===== src/verilog/bstp_pkg.sv =====
package bstp_pkg;
   // register lengths
   localparam int IR_LEN = 10;
   localparam int BYP_LEN = 1;
   localparam int ID_LEN = 32;
   localparam int SIG_LEN = 16;
   // boundary length steps
   localparam int BSR_MIN = 504;
   localparam int BSR_MAX = 648;
   localparam int BSR_STEP = 48;
   // identification field positions
   localparam int ID_VER_LSB = 28;
   localparam int ID_PART_LSB = 12;
   localparam int ID_MFR_LSB = 1;
   localparam logic ID_FIXED_BIT = 1'b1;
   // opcodes are not given; neutral choices
   localparam logic [9:0] OP_EXTEST = 10'h000;
   localparam logic [9:0] OP_SAMPLE = 10'h055;
   localparam logic [9:0] OP_IDCODE = 10'h059;
   localparam logic [9:0] OP_USERSIG = 10'h079;
   localparam logic [9:0] OP_PROG_ENTER = 10'h0A0;
   localparam logic [9:0] OP_PROG_EXIT = 10'h0A1;
   localparam logic [9:0] OP_PROG_ADDR = 10'h0A2;
   localparam logic [9:0] OP_PROG_DATA = 10'h0A3;
   localparam logic [9:0] OP_BYPASS = 10'h3FF;
   localparam logic [1:0] IR_CAPTURE = 2'h1;
   localparam logic [15:0] PROG_REG_RESET = 16'h0000;

   typedef enum logic [2:0] {
      BSTP_SEL_BYPASS,
      BSTP_SEL_BOUNDARY,
      BSTP_SEL_ID,
      BSTP_SEL_SIG,
      BSTP_SEL_PROG
   } bstp_sel_t;

   typedef struct packed {
      logic capture;
      logic shift;
      logic update;
      logic reset;
   } bstp_ctl_t;
endpackage : bstp_pkg


===== src/verilog/bstp_tap_fsm.sv =====
`timescale 1ns/100ps
`default_nettype none
module bstp_tap_fsm (
   input wire logic clk,
   input wire logic arst_n,
   input wire logic tck_rise,
   input wire logic tms,
   output bstp_pkg::bstp_ctl_t dr_ctl,
   output bstp_pkg::bstp_ctl_t ir_ctl,
   output logic shifting
);
   typedef enum logic [3:0] {
      RESET, IDLE, SEL_DR, CAP_DR, SH_DR, EX1_DR, PA_DR, EX2_DR, UP_DR,
      SEL_IR, CAP_IR, SH_IR, EX1_IR, PA_IR, EX2_IR, UP_IR
   } bstp_tap_t;
   bstp_tap_t state_q;
   bstp_tap_t state_d;

   // standard sixteen-state controller
   always_comb begin
      unique case (state_q)
         RESET: state_d = tms ? RESET : IDLE;
         IDLE: state_d = tms ? SEL_DR : IDLE;
         SEL_DR: state_d = tms ? SEL_IR : CAP_DR;
         CAP_DR: state_d = tms ? EX1_DR : SH_DR;
         SH_DR: state_d = tms ? EX1_DR : SH_DR;
         EX1_DR: state_d = tms ? UP_DR : PA_DR;
         PA_DR: state_d = tms ? EX2_DR : PA_DR;
         EX2_DR: state_d = tms ? UP_DR : SH_DR;
         UP_DR: state_d = tms ? SEL_DR : IDLE;
         SEL_IR: state_d = tms ? RESET : CAP_IR;
         CAP_IR: state_d = tms ? EX1_IR : SH_IR;
         SH_IR: state_d = tms ? EX1_IR : SH_IR;
         EX1_IR: state_d = tms ? UP_IR : PA_IR;
         PA_IR: state_d = tms ? EX2_IR : PA_IR;
         EX2_IR: state_d = tms ? UP_IR : SH_IR;
         UP_IR: state_d = tms ? SEL_DR : IDLE;
      endcase
   end

   always_ff @(posedge clk or negedge arst_n) begin
      if (!arst_n) begin
         state_q <= RESET;
      end else if (tck_rise) begin
         state_q <= state_d;
      end
   end

   // capture, shift and update fire on the tck rise that leaves the state; reset is held for the whole RESET state
   assign dr_ctl.capture = tck_rise && state_q == CAP_DR;
   assign dr_ctl.shift = tck_rise && state_q == SH_DR;
   assign dr_ctl.update = tck_rise && state_q == UP_DR;
   assign dr_ctl.reset = state_q == RESET;
   assign ir_ctl.capture = tck_rise && state_q == CAP_IR;
   assign ir_ctl.shift = tck_rise && state_q == SH_IR;
   assign ir_ctl.update = tck_rise && state_q == UP_IR;
   assign ir_ctl.reset = state_q == RESET;
   assign shifting = state_q == SH_DR || state_q == SH_IR;
endmodule : bstp_tap_fsm
`default_nettype wire


===== src/verilog/bstp_shreg.sv =====
`timescale 1ns/100ps
`default_nettype none
module bstp_shreg #(
   parameter int W = 16
) (
   input wire logic clk,
   input wire logic arst_n,
   input wire logic capture,
   input wire logic shift,
   input wire logic [W-1:0] cap_val,
   input wire logic sin,
   output logic [W-1:0] q
);
   // lsb goes out first, new bits enter at the msb
   always_ff @(posedge clk or negedge arst_n) begin
      if (!arst_n) begin
         q <= '0;
      end else if (capture) begin
         q <= cap_val;
      end else if (shift) begin
         q <= {sin, q[W-1:1]};
      end
   end
endmodule : bstp_shreg
`default_nettype wire


===== src/verilog/bstp_boundary_scan_circuitry.sv =====
`timescale 1ns/100ps
`default_nettype none
module bstp_boundary_scan_circuitry #(
   parameter int BSR_LEN = bstp_pkg::BSR_MIN,
   parameter int NUM_PINS = BSR_LEN / 3,
   parameter bit HAS_ID = 1'b1,
   parameter bit HAS_SIG = 1'b1,
   parameter logic [3:0] ID_VERSION = 4'h1,
   parameter logic [15:0] ID_PART = 16'h1234,
   parameter logic [10:0] ID_MAKER = 11'h2AA,
   parameter logic [15:0] USER_SIG = 16'hA5C3
) (
   input wire logic CLOCK,
   input wire logic ARST_N,
   input wire logic PORT_ENABLE,
   input wire logic TCK_IN,
   input wire logic TMS_IN,
   input wire logic TDI_IN,
   output logic TDO_OUT,
   output logic TDO_OE,
   output logic [3:0] USER_PIN_IN,
   input wire logic [3:0] USER_PIN_OUT,
   input wire logic [3:0] USER_PIN_OE,
   output logic [3:0] PORTPIN_OUT,
   output logic [3:0] PORTPIN_OE,
   input wire logic [NUM_PINS-1:0] CORE_OUT,
   input wire logic [NUM_PINS-1:0] CORE_OE,
   input wire logic [NUM_PINS-1:0] PAD_IN,
   output logic [NUM_PINS-1:0] PAD_OUT,
   output logic [NUM_PINS-1:0] PAD_OE,
   output logic [NUM_PINS-1:0] CORE_IN,
   output logic PROG_ACTIVE,
   output logic [9:0] PROG_INSTR,
   output logic [15:0] PROG_DATA,
   output logic PROG_DATA_STB
);
   localparam int ID_W = bstp_pkg::ID_LEN;
   localparam int SIG_W = bstp_pkg::SIG_LEN;
   localparam int IR_W = bstp_pkg::IR_LEN;

   // cells are per pin: input, output, enable; length must be a legal variant
   initial begin
      if (BSR_LEN < bstp_pkg::BSR_MIN || BSR_LEN > bstp_pkg::BSR_MAX ||
          (BSR_LEN - bstp_pkg::BSR_MIN) % bstp_pkg::BSR_STEP != 0 || BSR_LEN != 3 * NUM_PINS) begin
         $error("illegal boundary length");
      end
   end

   // the test-port pins are asynchronous to CLOCK; two stages each
   logic [3:0] port_s1_q;
   logic [3:0] port_s2_q;
   logic tck_prev_q;
   logic en_s1_q;
   logic en_s2_q;
   always_ff @(posedge CLOCK or negedge ARST_N) begin
      if (!ARST_N) begin
         port_s1_q <= 4'h0;
         port_s2_q <= 4'h0;
         tck_prev_q <= 1'b0;
         en_s1_q <= 1'b0;
         en_s2_q <= 1'b0;
      end else begin
         port_s1_q <= {TDI_IN, TMS_IN, TCK_IN, 1'b0};
         port_s2_q <= port_s1_q;
         tck_prev_q <= port_s2_q[1];
         en_s1_q <= PORT_ENABLE;
         en_s2_q <= en_s1_q;
      end
   end
   wire tck_s = port_s2_q[1];
   wire tms_s = port_s2_q[2];
   wire tdi_s = port_s2_q[3];
   // while disabled tck edges are ignored and tms reads high; after enable tms passes straight through, so the host walks to test reset
   wire tck_rise = en_s2_q && tck_s && !tck_prev_q;
   wire tck_fall = en_s2_q && !tck_s && tck_prev_q;
   wire tms_eff = tms_s || !en_s2_q;

   bstp_pkg::bstp_ctl_t dr;
   bstp_pkg::bstp_ctl_t ir;
   logic shifting;
   bstp_tap_fsm u_tap (
      .clk(CLOCK),
      .arst_n(ARST_N),
      .tck_rise(tck_rise),
      .tms(tms_eff),
      .dr_ctl(dr),
      .ir_ctl(ir),
      .shifting(shifting)
   );

   // instruction register
   localparam logic [9:0] RESET_OP = HAS_ID ? bstp_pkg::OP_IDCODE : bstp_pkg::OP_BYPASS;
   logic [IR_W-1:0] ir_shift_q;
   logic [IR_W-1:0] ir_q;
   always_ff @(posedge CLOCK or negedge ARST_N) begin
      if (!ARST_N) begin
         ir_shift_q <= '0;
         ir_q <= RESET_OP;
      end else if (ir.reset) begin
         ir_q <= RESET_OP;
      end else begin
         if (ir.capture) ir_shift_q <= {{(IR_W - 2){1'b0}}, bstp_pkg::IR_CAPTURE};
         else if (ir.shift) ir_shift_q <= {tdi_s, ir_shift_q[IR_W-1:1]};
         if (ir.update) ir_q <= ir_shift_q;
      end
   end

   // decode; unknown or unsupported codes fall to bypass
   wire is_extest = ir_q == bstp_pkg::OP_EXTEST;
   wire is_sample = ir_q == bstp_pkg::OP_SAMPLE;
   wire is_id = HAS_ID && ir_q == bstp_pkg::OP_IDCODE;
   wire is_sig = HAS_SIG && ir_q == bstp_pkg::OP_USERSIG;
   wire is_prog_data = ir_q == bstp_pkg::OP_PROG_ADDR || ir_q == bstp_pkg::OP_PROG_DATA;
   wire is_prog = is_prog_data || ir_q == bstp_pkg::OP_PROG_ENTER || ir_q == bstp_pkg::OP_PROG_EXIT;
   bstp_pkg::bstp_sel_t sel;
   assign sel = is_extest || is_sample ? bstp_pkg::BSTP_SEL_BOUNDARY :
                is_id ? bstp_pkg::BSTP_SEL_ID :
                is_sig ? bstp_pkg::BSTP_SEL_SIG :
                is_prog_data ? bstp_pkg::BSTP_SEL_PROG :
                bstp_pkg::BSTP_SEL_BYPASS;

   // bypass: one stage, captures zero
   logic byp_q;
   always_ff @(posedge CLOCK or negedge ARST_N) begin
      if (!ARST_N) begin
         byp_q <= 1'b0;
      end else if (sel == bstp_pkg::BSTP_SEL_BYPASS && dr.capture) begin
         byp_q <= 1'b0;
      end else if (sel == bstp_pkg::BSTP_SEL_BYPASS && dr.shift) begin
         byp_q <= tdi_s;
      end
   end

   // identification and signature
   wire [ID_W-1:0] id_val = {ID_VERSION, ID_PART, ID_MAKER, bstp_pkg::ID_FIXED_BIT};
   logic [ID_W-1:0] id_q;
   bstp_shreg #(.W(ID_W)) u_id (
      .clk(CLOCK),
      .arst_n(ARST_N),
      .capture(dr.capture && sel == bstp_pkg::BSTP_SEL_ID),
      .shift(dr.shift && sel == bstp_pkg::BSTP_SEL_ID),
      .cap_val(id_val),
      .sin(tdi_s),
      .q(id_q)
   );
   logic [SIG_W-1:0] sig_q;
   bstp_shreg #(.W(SIG_W)) u_sig (
      .clk(CLOCK),
      .arst_n(ARST_N),
      .capture(dr.capture && sel == bstp_pkg::BSTP_SEL_SIG),
      .shift(dr.shift && sel == bstp_pkg::BSTP_SEL_SIG),
      .cap_val(USER_SIG),
      .sin(tdi_s),
      .q(sig_q)
   );

   // programming data path; the engine itself lies outside
   logic [SIG_W-1:0] prog_q;
   bstp_shreg #(.W(SIG_W)) u_prog (
      .clk(CLOCK),
      .arst_n(ARST_N),
      .capture(dr.capture && sel == bstp_pkg::BSTP_SEL_PROG),
      .shift(dr.shift && sel == bstp_pkg::BSTP_SEL_PROG),
      .cap_val(PROG_DATA),
      .sin(tdi_s),
      .q(prog_q)
   );

   // boundary register: per pin {enable, output, input}, input cell nearest tdo
   wire [BSR_LEN-1:0] bsr_cap;
   logic [BSR_LEN-1:0] bsr_q;
   logic [BSR_LEN-1:0] bsr_upd_q;
   genvar g;
   generate
      for (g = 0; g < NUM_PINS; g = g + 1) begin : g_cell
         assign bsr_cap[3*g] = PAD_IN[g];
         assign bsr_cap[3*g+1] = CORE_OUT[g];
         assign bsr_cap[3*g+2] = CORE_OE[g];
      end
   endgenerate
   wire bsr_sel = sel == bstp_pkg::BSTP_SEL_BOUNDARY;
   always_ff @(posedge CLOCK or negedge ARST_N) begin
      if (!ARST_N) begin
         bsr_q <= '0;
         bsr_upd_q <= '0;
      end else begin
         if (bsr_sel && dr.capture) bsr_q <= bsr_cap;
         else if (bsr_sel && dr.shift) bsr_q <= {tdi_s, bsr_q[BSR_LEN-1:1]};
         if (bsr_sel && dr.update) bsr_upd_q <= bsr_q;
      end
   end

   // pin muxing: extest drives held pattern, else the core passes through
   logic [NUM_PINS-1:0] pad_out_d;
   logic [NUM_PINS-1:0] pad_oe_d;
   logic [NUM_PINS-1:0] core_in_d;
   always_comb begin
      for (int i = 0; i < NUM_PINS; i++) begin
         pad_out_d[i] = is_extest ? bsr_upd_q[3*i+1] : CORE_OUT[i];
         pad_oe_d[i] = is_extest ? bsr_upd_q[3*i+2] : CORE_OE[i];
         // during extest the core sees the held pattern, keeping it isolated
         core_in_d[i] = is_extest ? bsr_upd_q[3*i] : PAD_IN[i];
      end
   end

   // serial output mux, changes on the falling edge of tck
   logic tdo_d;
   always_comb begin
      unique case (sel)
         bstp_pkg::BSTP_SEL_BOUNDARY: tdo_d = bsr_q[0];
         bstp_pkg::BSTP_SEL_ID: tdo_d = id_q[0];
         bstp_pkg::BSTP_SEL_SIG: tdo_d = sig_q[0];
         bstp_pkg::BSTP_SEL_PROG: tdo_d = prog_q[0];
         default: tdo_d = byp_q;
      endcase
   end
   // the first bit of a scan leaves on the fall right after capture, before any shift;
   // so the path is chosen by the column that captured last, not by the shift action
   logic ir_col_q;
   always_ff @(posedge CLOCK or negedge ARST_N) begin
      if (!ARST_N) begin
         ir_col_q <= 1'b0;
      end else if (ir.capture) begin
         ir_col_q <= 1'b1;
      end else if (dr.capture) begin
         ir_col_q <= 1'b0;
      end
   end
   wire tdo_bit = ir_col_q ? ir_shift_q[0] : tdo_d;

   // serial output; enable follows the shift states and drops once the port is given away
   always_ff @(posedge CLOCK or negedge ARST_N) begin
      if (!ARST_N) begin
         TDO_OUT <= 1'b0;
         TDO_OE <= 1'b0;
      end else if (tck_fall) begin
         TDO_OUT <= tdo_bit;
         TDO_OE <= shifting;
      end else if (!en_s2_q) begin
         TDO_OE <= 1'b0;
      end
   end

   // pad and core path
   always_ff @(posedge CLOCK or negedge ARST_N) begin
      if (!ARST_N) begin
         PAD_OUT <= '0;
         PAD_OE <= '0;
         CORE_IN <= '0;
      end else begin
         PAD_OUT <= pad_out_d;
         PAD_OE <= pad_oe_d;
         CORE_IN <= core_in_d;
      end
   end

   // the four port pins as user pins; the port keeps priority while enabled
   always_ff @(posedge CLOCK or negedge ARST_N) begin
      if (!ARST_N) begin
         USER_PIN_IN <= 4'h0;
         PORTPIN_OUT <= 4'h0;
         PORTPIN_OE <= 4'h0;
      end else begin
         USER_PIN_IN <= en_s2_q ? 4'h0 : port_s2_q;
         PORTPIN_OUT <= USER_PIN_OUT;
         PORTPIN_OE <= en_s2_q ? 4'h0 : USER_PIN_OE;
      end
   end

   // hand-off to the programming engine; strobe and word land on the same edge
   logic prog_active_q;
   logic prog_stb_q;
   always_ff @(posedge CLOCK or negedge ARST_N) begin
      if (!ARST_N) begin
         PROG_INSTR <= bstp_pkg::PROG_REG_RESET[9:0];
         PROG_DATA <= bstp_pkg::PROG_REG_RESET;
         prog_active_q <= 1'b0;
         prog_stb_q <= 1'b0;
      end else begin
         PROG_INSTR <= ir_q;
         if (ir.update || ir.reset) prog_active_q <= 1'b0;
         if (dr.update && is_prog) prog_active_q <= 1'b1;
         prog_stb_q <= dr.update && is_prog_data;
         if (dr.update && is_prog_data) PROG_DATA <= prog_q;
      end
   end
   assign PROG_ACTIVE = prog_active_q;
   assign PROG_DATA_STB = prog_stb_q;
endmodule : bstp_boundary_scan_circuitry
`default_nettype wire


===== config.mk =====
export PLATFORM = sky130hd
export DESIGN_NAME = bstp_boundary_scan_circuitry
export DESIGN_NICKNAME = d
export VERILOG_FILES = /design/src/verilog/bstp_pkg.sv /design/src/verilog/bstp_tap_fsm.sv /design/src/verilog/bstp_shreg.sv /design/src/verilog/bstp_boundary_scan_circuitry.sv
export SDC_FILE = /design/constraint.sdc
export NUM_CORES = 2
export LEC_CHECK = 0
export BUFFER_PORTS_ARGS = -buffer_cell sky130_fd_sc_hd__clkbuf_2
export CORE_UTILIZATION = 28
export CTS_BUF_LIST = sky130_fd_sc_hd__clkbuf_2 sky130_fd_sc_hd__clkbuf_4 sky130_fd_sc_hd__clkbuf_8
export CTS_CLUSTER_DIAMETER = 50
export DETAILED_ROUTE_END_ITERATION = 12
export PLACE_DENSITY_LB_ADDON = 0.2
export SETUP_SLACK_MARGIN = 0.4
export SLEW_MARGIN = 40
export SYNTH_ARGS = -nofsm -noshare
export SYNTH_HDL_FRONTEND = slang
export SYNTH_SLANG_ARGS = --single-unit

===== constraint.sdc =====
create_clock -name CLOCK -period 6.3 [get_ports CLOCK]
set_input_delay 0.315 -clock CLOCK [delete_from_list [all_inputs] [get_ports CLOCK]]
set_output_delay 0.315 -clock CLOCK [all_outputs]
set_load 0.02 [all_outputs]

# ---- Yosys cells after proc, flatten, opt, wreduce, memory -nomap -nowiden
# Cells that the tools add are included.
# W data, S select, Z words.
dict set report word_totals {
  register_bits 1653
  in_bits 518
  output_inout_bits 546
  elab_cells 649
}
dict set report classes {
  n_reduce_logical 49
  n_mux 545
  bitwise_logic 1
  n_eq_ne 27
}
# cell n
set op_table {}
lappend op_table {{$mux W504} 2}
lappend op_table {{$mux W1} 516}
lappend op_table {{$mux W16} 4}
lappend op_table {{$mux W32} 2}
lappend op_table {{$pmux W4 S12} 1}
lappend op_table {{$eq A10 B8 Y1 const B} 4}
lappend op_table {{$mux W10} 4}
lappend op_table {{$eq A4 B4 Y1 const B} 8}
lappend op_table {{$eq A10 B7 Y1 const B} 3}
lappend op_table {{$mux W4} 6}
lappend op_table {{$logic_and A1 B1 Y1} 23}
lappend op_table {{$mux W3} 6}
lappend op_table {{$reduce_bool A2 Y1} 9}
lappend op_table {{$eq A4 B3 Y1 const B} 4}
lappend op_table {{$logic_not A10 Y1} 1}
lappend op_table {{$eq A4 B2 Y1 const B} 2}
lappend op_table {{$logic_or A1 B1 Y1} 7}
lappend op_table {{$eq A3 B2 Y1 const B} 2}
lappend op_table {{$mux W2} 3}
lappend op_table {{$eq A4 B1 Y1 const B} 1}
lappend op_table {{$logic_not A4 Y1} 1}
lappend op_table {{$pmux W1 S4} 1}
lappend op_table {{$reduce_or A2 Y1} 2}
lappend op_table {{$eq A3 B1 Y1 const B} 1}
lappend op_table {{other kinds (7)} 9}

# ---- Logic depth before layout (Yosys ltp)
dict set report logic_depth {
  depth_word 10
  depth_mapped 9
  ltp_nobuf 5
}

# ---- Modules after synthesis
# A second synthesis with hierarchy kept.
dict set report hier_totals {
  cells_unflattened 4371
  hier_area_um2 65202.5
}
# module seq_area_each_um2 area_per_inst_um2 n_inst cells_per_inst
set by_module_without_submodules {}
lappend by_module_without_submodules {bstp_boundary_scan_circuitry 39643.0 61739.2 1 4036}
lappend by_module_without_submodules {{bstp_shreg at u_id} 800.8 1515.2 1 139}
lappend by_module_without_submodules {{bstp_shreg at u_prog ...} 400.4 744.5 2 69}
lappend by_module_without_submodules {bstp_tap_fsm 100.1 459.2 1 58}

# ---- Worst setup path before layout
# Ideal clock, no wire load.
dict set report synth_timing {
  path_type {register to register}
  startpoint {reg ir_q[2]}
  endpoint {reg CORE_IN[103]}
  t_required_ps 6172
  synth_period_minus_slack_ps 2167
  arrival_time_ps 2040
  path_slack_ps 4133
  n_path_buf 3
  setup_ps 128
  stages_incl_launch_ff 7
  path_cell_list {dfrtp_1 > or4_1 > or3_1 > buf_2 > clkbuf_1 > buf_2 > mux2_1}
}
dict set report synth_via {
  elab_chain_cells 2
}
# item line_no
set synth_lines {}
lappend synth_lines {{start, declared} bstp_boundary_scan_circuitry.sv:94} ;# logic [IR_W-1:0] ir_q;
lappend synth_lines {{start signal, assigned} bstp_boundary_scan_circuitry.sv:104} ;# if (ir.update) ir_q <= ir_shift_q;
lappend synth_lines {{$logic_not A10 Y1} bstp_boundary_scan_circuitry.sv:109} ;# wire is_extest = ir_q == bstp_pkg::OP_EXTEST;
lappend synth_lines {{$mux W1} bstp_boundary_scan_circuitry.sv:202} ;# core_in_d[i] = is_extest ? bsr_upd_q[3*i] : PAD_IN[i];
lappend synth_lines {{via core_in_d[103]} bstp_boundary_scan_circuitry.sv:196} ;# logic [NUM_PINS-1:0] core_in_d;
lappend synth_lines {{end signal, assigned} bstp_boundary_scan_circuitry.sv:253} ;# CORE_IN <= core_in_d;
lappend synth_lines {{end, declared} bstp_boundary_scan_circuitry.sv:31} ;# output logic [NUM_PINS-1:0] CORE_IN,
# The timed path passes the listed nets, and every way through them passes these cells.
# A chain may end at the register's enable or synchronous reset.

# ---- Worst setup path after layout
dict set report layout_timing {
  startpoint {reg en_s2_q}
  endpoint {reg bsr_q[216]}
}
dict set report layout_via {
  elab_chain_cells 5
  elab_cells_between_ends 8
  classes_between {1 x mux; 7 x reduce/logical}
}
# item line_no
set layout_lines {}
lappend layout_lines {{start, declared} bstp_boundary_scan_circuitry.sv:54} ;# logic en_s2_q;
lappend layout_lines {{start signal, assigned} bstp_boundary_scan_circuitry.sv:67} ;# en_s2_q <= en_s1_q;
lappend layout_lines {{$logic_and A1 B1 Y1 * (2 in series)} bstp_boundary_scan_circuitry.sv:74} ;# wire tck_rise = en_s2_q && tck_s && !tck_prev_q;
lappend layout_lines {{$logic_and A1 B1 Y1 (on tied branches)} {bstp_tap_fsm.sv:50, bstp_tap_fsm.sv:51}}
lappend layout_lines {{$logic_and A1 B1 Y1 (on tied branches)} {bstp_boundary_scan_circuitry.sv:187, bstp_boundary_scan_circuitry.sv:188}}
lappend layout_lines {{$mux W504 or $reduce_bool A2 Y1 (tied branches)} -}
lappend layout_lines {{end signal, assigned} bstp_boundary_scan_circuitry.sv:187} ;# if (bsr_sel && dr.capture) bsr_q <= bsr_cap;
lappend layout_lines {{end signal, assigned} bstp_boundary_scan_circuitry.sv:188} ;# else if (bsr_sel && dr.shift) bsr_q <= {tdi_s, bsr_q[BSR_LEN-1:1]};
lappend layout_lines {{end, declared} bstp_boundary_scan_circuitry.sv:171} ;# logic [BSR_LEN-1:0] bsr_q;
# Every way passes the cells marked *; elsewhere a longest branch is shown, timed or not.

==> metrics.yaml <==
outcome:
  status: "complete, no violations"
synthesis:
  synthSimpleGateAreaFrac_pct: 10.4
  yosysWarnings: 0
  synth_most_common_cell: "dfrtp_1"
  synth_top_area_share_pct: 62.8
  synth_compound_gate_area_share_pct: 5.64
  yosys_register_bits: 1652
  synth_adder_area_share_pct: 0
  synthFlopType: "dfrtp_1"
  synth_edf_count: 0
  async_reset_ff_share_pct: 100
  ys_seq_area_share_pct: 62.9
  synth_area_leaders: "dfrtp_1, mux2_2, mux2_1, nand2_1, a31oi_1"
  synth_top_family_by_area: "multiplexers"
  synth_area_leader_cell: "dfrtp_1"
  avgSynthCellArea_sq_um: 12.1
  synth_mux_area_share_pct: 17.6
  synth_xor_area_share_pct: 0.0267
  syn_inst: 5408
  synth_cell_type_count: 49
  syn_nets: 5926
  yosys-top-cells-count: "dfrtp_1, nand2_1, nor2_1"
  syn_area_sq_um: 65700
floorplan:
  floorplan.die.width_um: 486
  start_util_pct: 28.2
  rows: 177
  core_region_area_sq_um: 233000
  die_y_um: 486
  io_pins: 1064
  die-area_sq_um: 237000
setup_path:
  cp_top_family: "simple AND/OR/NAND/NOR gates"
  regToRegSetupSlack_ps: 2670
  crit_path_max_fanout: 74
  path_buf_inv: 2
  rr_startpoint: "en_s2_q$_DFF_PN0_"
  cp.arrival_ps: 4560
  crit_type: "reg2reg"
  crit_required_ps: 7230
  crit_path_start: "en_s2_q$_DFF_PN0_"
  reg2reg_depth: 7
  worstPathCellList: "nand3b_1 -> a211oi_1 -> and2_4 -> buf_12 -> buf_4 -> nor2_1 -> a31oi_1"
  slowest_stage: "a211oi_1"
  max_stage_delay_ps: 630
  crit_cells: 7
  endpoint_kind: "flip-flop"
  setup.worst_path.end: "bsr_q[216]$_DFFE_PN0P_"
  start_kind: "flip-flop"
  r2r-end: "bsr_q[216]$_DFFE_PN0P_"
pwr:
  p_sw_share_pct: 24.8
  pwr-share-seq_pct: 45.0
  switchingPower_mw: 6.09
  internal_power_mw: 18.5
  ir_drop_mv: 0.158
  cellLeakagePower_nw: 43.3
  p_comb_share_pct: 8.7
  power_frac_clock_pct: 46.3
  total_power_mw: 24.6
  p_per_area_nw_per_um2: 273
global_route:
  grt_overflow: 0
  grt_pass1_wl_um: 321000
  grt_pass1_vias: 50700
  grtUsageTotal_pct: 17.6
  antenna_found_initial: 36
  grt_max_degree: 141
clocking:
  clk-insertion-delay-late_ps: 1050
  cts.sinks: 1652
  htreeDepth: 5
  clk_pin_slew_ps: 60
  root_buffer: "clkbuf_8"
  cts_resized: 0
  cts_tree: "built"
  cts_buffers: 326
  clock_path_buffers: 4
sta:
  tns_ps: 0
  slew_viol_final: 0
  rsz0062_at_grt: "false"
  fin_crit_sh_pct: 57.6
  tightest_slew_ps: 927
  setup_viol: 0
  max_slew_margin_pct: 38.2
  fmax_mhz: 276
  skew_ps: 78.8
  final_hold_viol_count: 0
  layout_min_cycle_time_ps: 3630
hold_path:
  min_path_type: "in2reg"
cells_and_area:
  final_area_sq_um: 90000
  fin_nets: 7954
  final_util_pct: 38.6
  area_growth_pct: 37.0
  drive_above_1_share_pct: 29.7
  final_cells: 10800
detailed_routing:
  avgViaCountPerCell: 4.52
  via_count: 48800
  ant_nets: 0
  routed_wl_um: 212000
  wl_per_cell_um: 19.7
  drcViolationCount: 0
  drtIter0Drc: 2625
  dr.pass1.iters: 5
flow_run:
  maxCapViolations: 0
place:
  gp_congestion: 0.824
  portBuffers: 1062
  dpl.hpwl_um: 139000
  place_area_sq_um: 73800
  place_inst: 9311
==> through the flow <==
step           hold WS [ps]  setup slack (ps)
6_report                150              2670
3_3_place_gp            334              2390
5_1_grt                45.4              2310
2_1_floorplan          19.4              4130
4_1_cts               0.180              2760
3_5_place_dp            209              2750
==> how the worst min path moves through the flow <==
stage | start | to | slack (ps) | cells after the start
after floorplan | ARST_N | CORE_IN[0]$_DFF_PN0_ | 20 | 0
after global routing | CORE_OE[7] | PAD_OE[7]$_DFF_PN0_ | 50 | 3
final | CORE_OUT[143] | PAD_OUT[143]$_DFF_PN0_ | 150 | 3
after global placement | port_s1_q[2]$_DFF_PN0_ | port_s2_q[2]$_DFF_PN0_ | 330 | 0
after detailed placement | ARST_N | PAD_OUT[126]$_DFF_PN0_ | 210 | 1
after CTS | PAD_IN[60] | CORE_IN[60]$_DFF_PN0_ | 0.2 | 3
==> state kept, by name, summed over array words and instances (netlist names), 3 cells and up <==
signal	flops
PROG_INSTR	10
PORTPIN_OE	4
PORTPIN_OUT	4
u_sig.q	16
bsr_q	504
CORE_IN	168
PAD_OE	168
PAD_OUT	168
ir_shift_q	10
ir_q	10
port_s1_q	3
port_s2_q	3
u_id.q	32
bsr_upd_q	504
u_tap.state_q	4
PROG_DATA	16
u_prog.q	16
USER_PIN_IN	3
==> power by group through the flow <==
stage | registers [mW] | clock network (mW) | logic (mW)
after floorplan | 11.4 | 0 | 0.557
after global placement | 11.2 | 0 | 1.64
after detailed placement | 11.3 | 0 | 1.66
after CTS | 11.1 | 11.8 | 2.16
after global routing | 11.1 | 12.3 | 2.33
final | 11.1 | 11.4 | 2.13
==> per-layer routing <==
metal,share of wire (%),routed length [um],track usage [%],vias up
met5,0.052,110,0,-
li1,-,-,-,22600
met4,3.5,7360,6.74,16
met3,5.6,11900,4.34,384
met1,44,92700,22.7,24500
met2,47,100000,28.5,1270
==> worst reg2reg max path, stage by stage (launching register included) <==
cell and delay (ps):
dfrtp_1 580, nand3b_1 460, a211oi_1 640, and2_4 580, buf_12 270, buf_4 670
nor2_1 200, a31oi_1 190
==> cells by family after synthesis <==
logic type                count (synthesis)
and+or+nand+nor                        1766
AOI/OAI and AO/OA                       584
xor gates and xnor gates                  2
buffers and inverters                   378
muxes                                  1025
other                                     1
DFF                                    1652
==> layout by cell type (no fill, tap or decap), types with 11 or more instances in the layout <==
cell type	netlist	routed
buf_4	57	44
buf_16	0	11
bufinv_16	0	15
dlygate4sd3_1	0	924
nand2_1	1106	1106
a31oi_1	519	519
mux2_2	565	565
nor2_1	569	569
clkbuf_8	0	390
buf_12	0	27
a22o_1	16	16
clkinv_2	0	25
mux2_1	460	460
a21oi_1	12	12
clkbuf_2	0	1061
nand3_1	24	23
dfrtp_1	1648	1648
diode_2	0	20
clkbuf_4	0	92
nor3_1	26	24
o21ai_0	18	18
==> final cells by class <==
cell class / count / area (sq um)
Antenna cell: 20 / 50.0
Clock buffer: 482 / 6060
Clock inverter: 55 / 702
Fill cell: 23100 / 143000
Inverter: 6 / 22.5
Multi-Input combinational cell: 3378 / 22100
Sequential cell: 1652 / 41300
Tap cell: 3132 / 3920
Timing Repair Buffer: 2072 / 15800
==> what timing repair did <==
action                     CTS  global route
hold buffers               925             0
setup buffers                0             0
hold endpoints to repair  1904             0
Power figures use the tool's default switching activity.
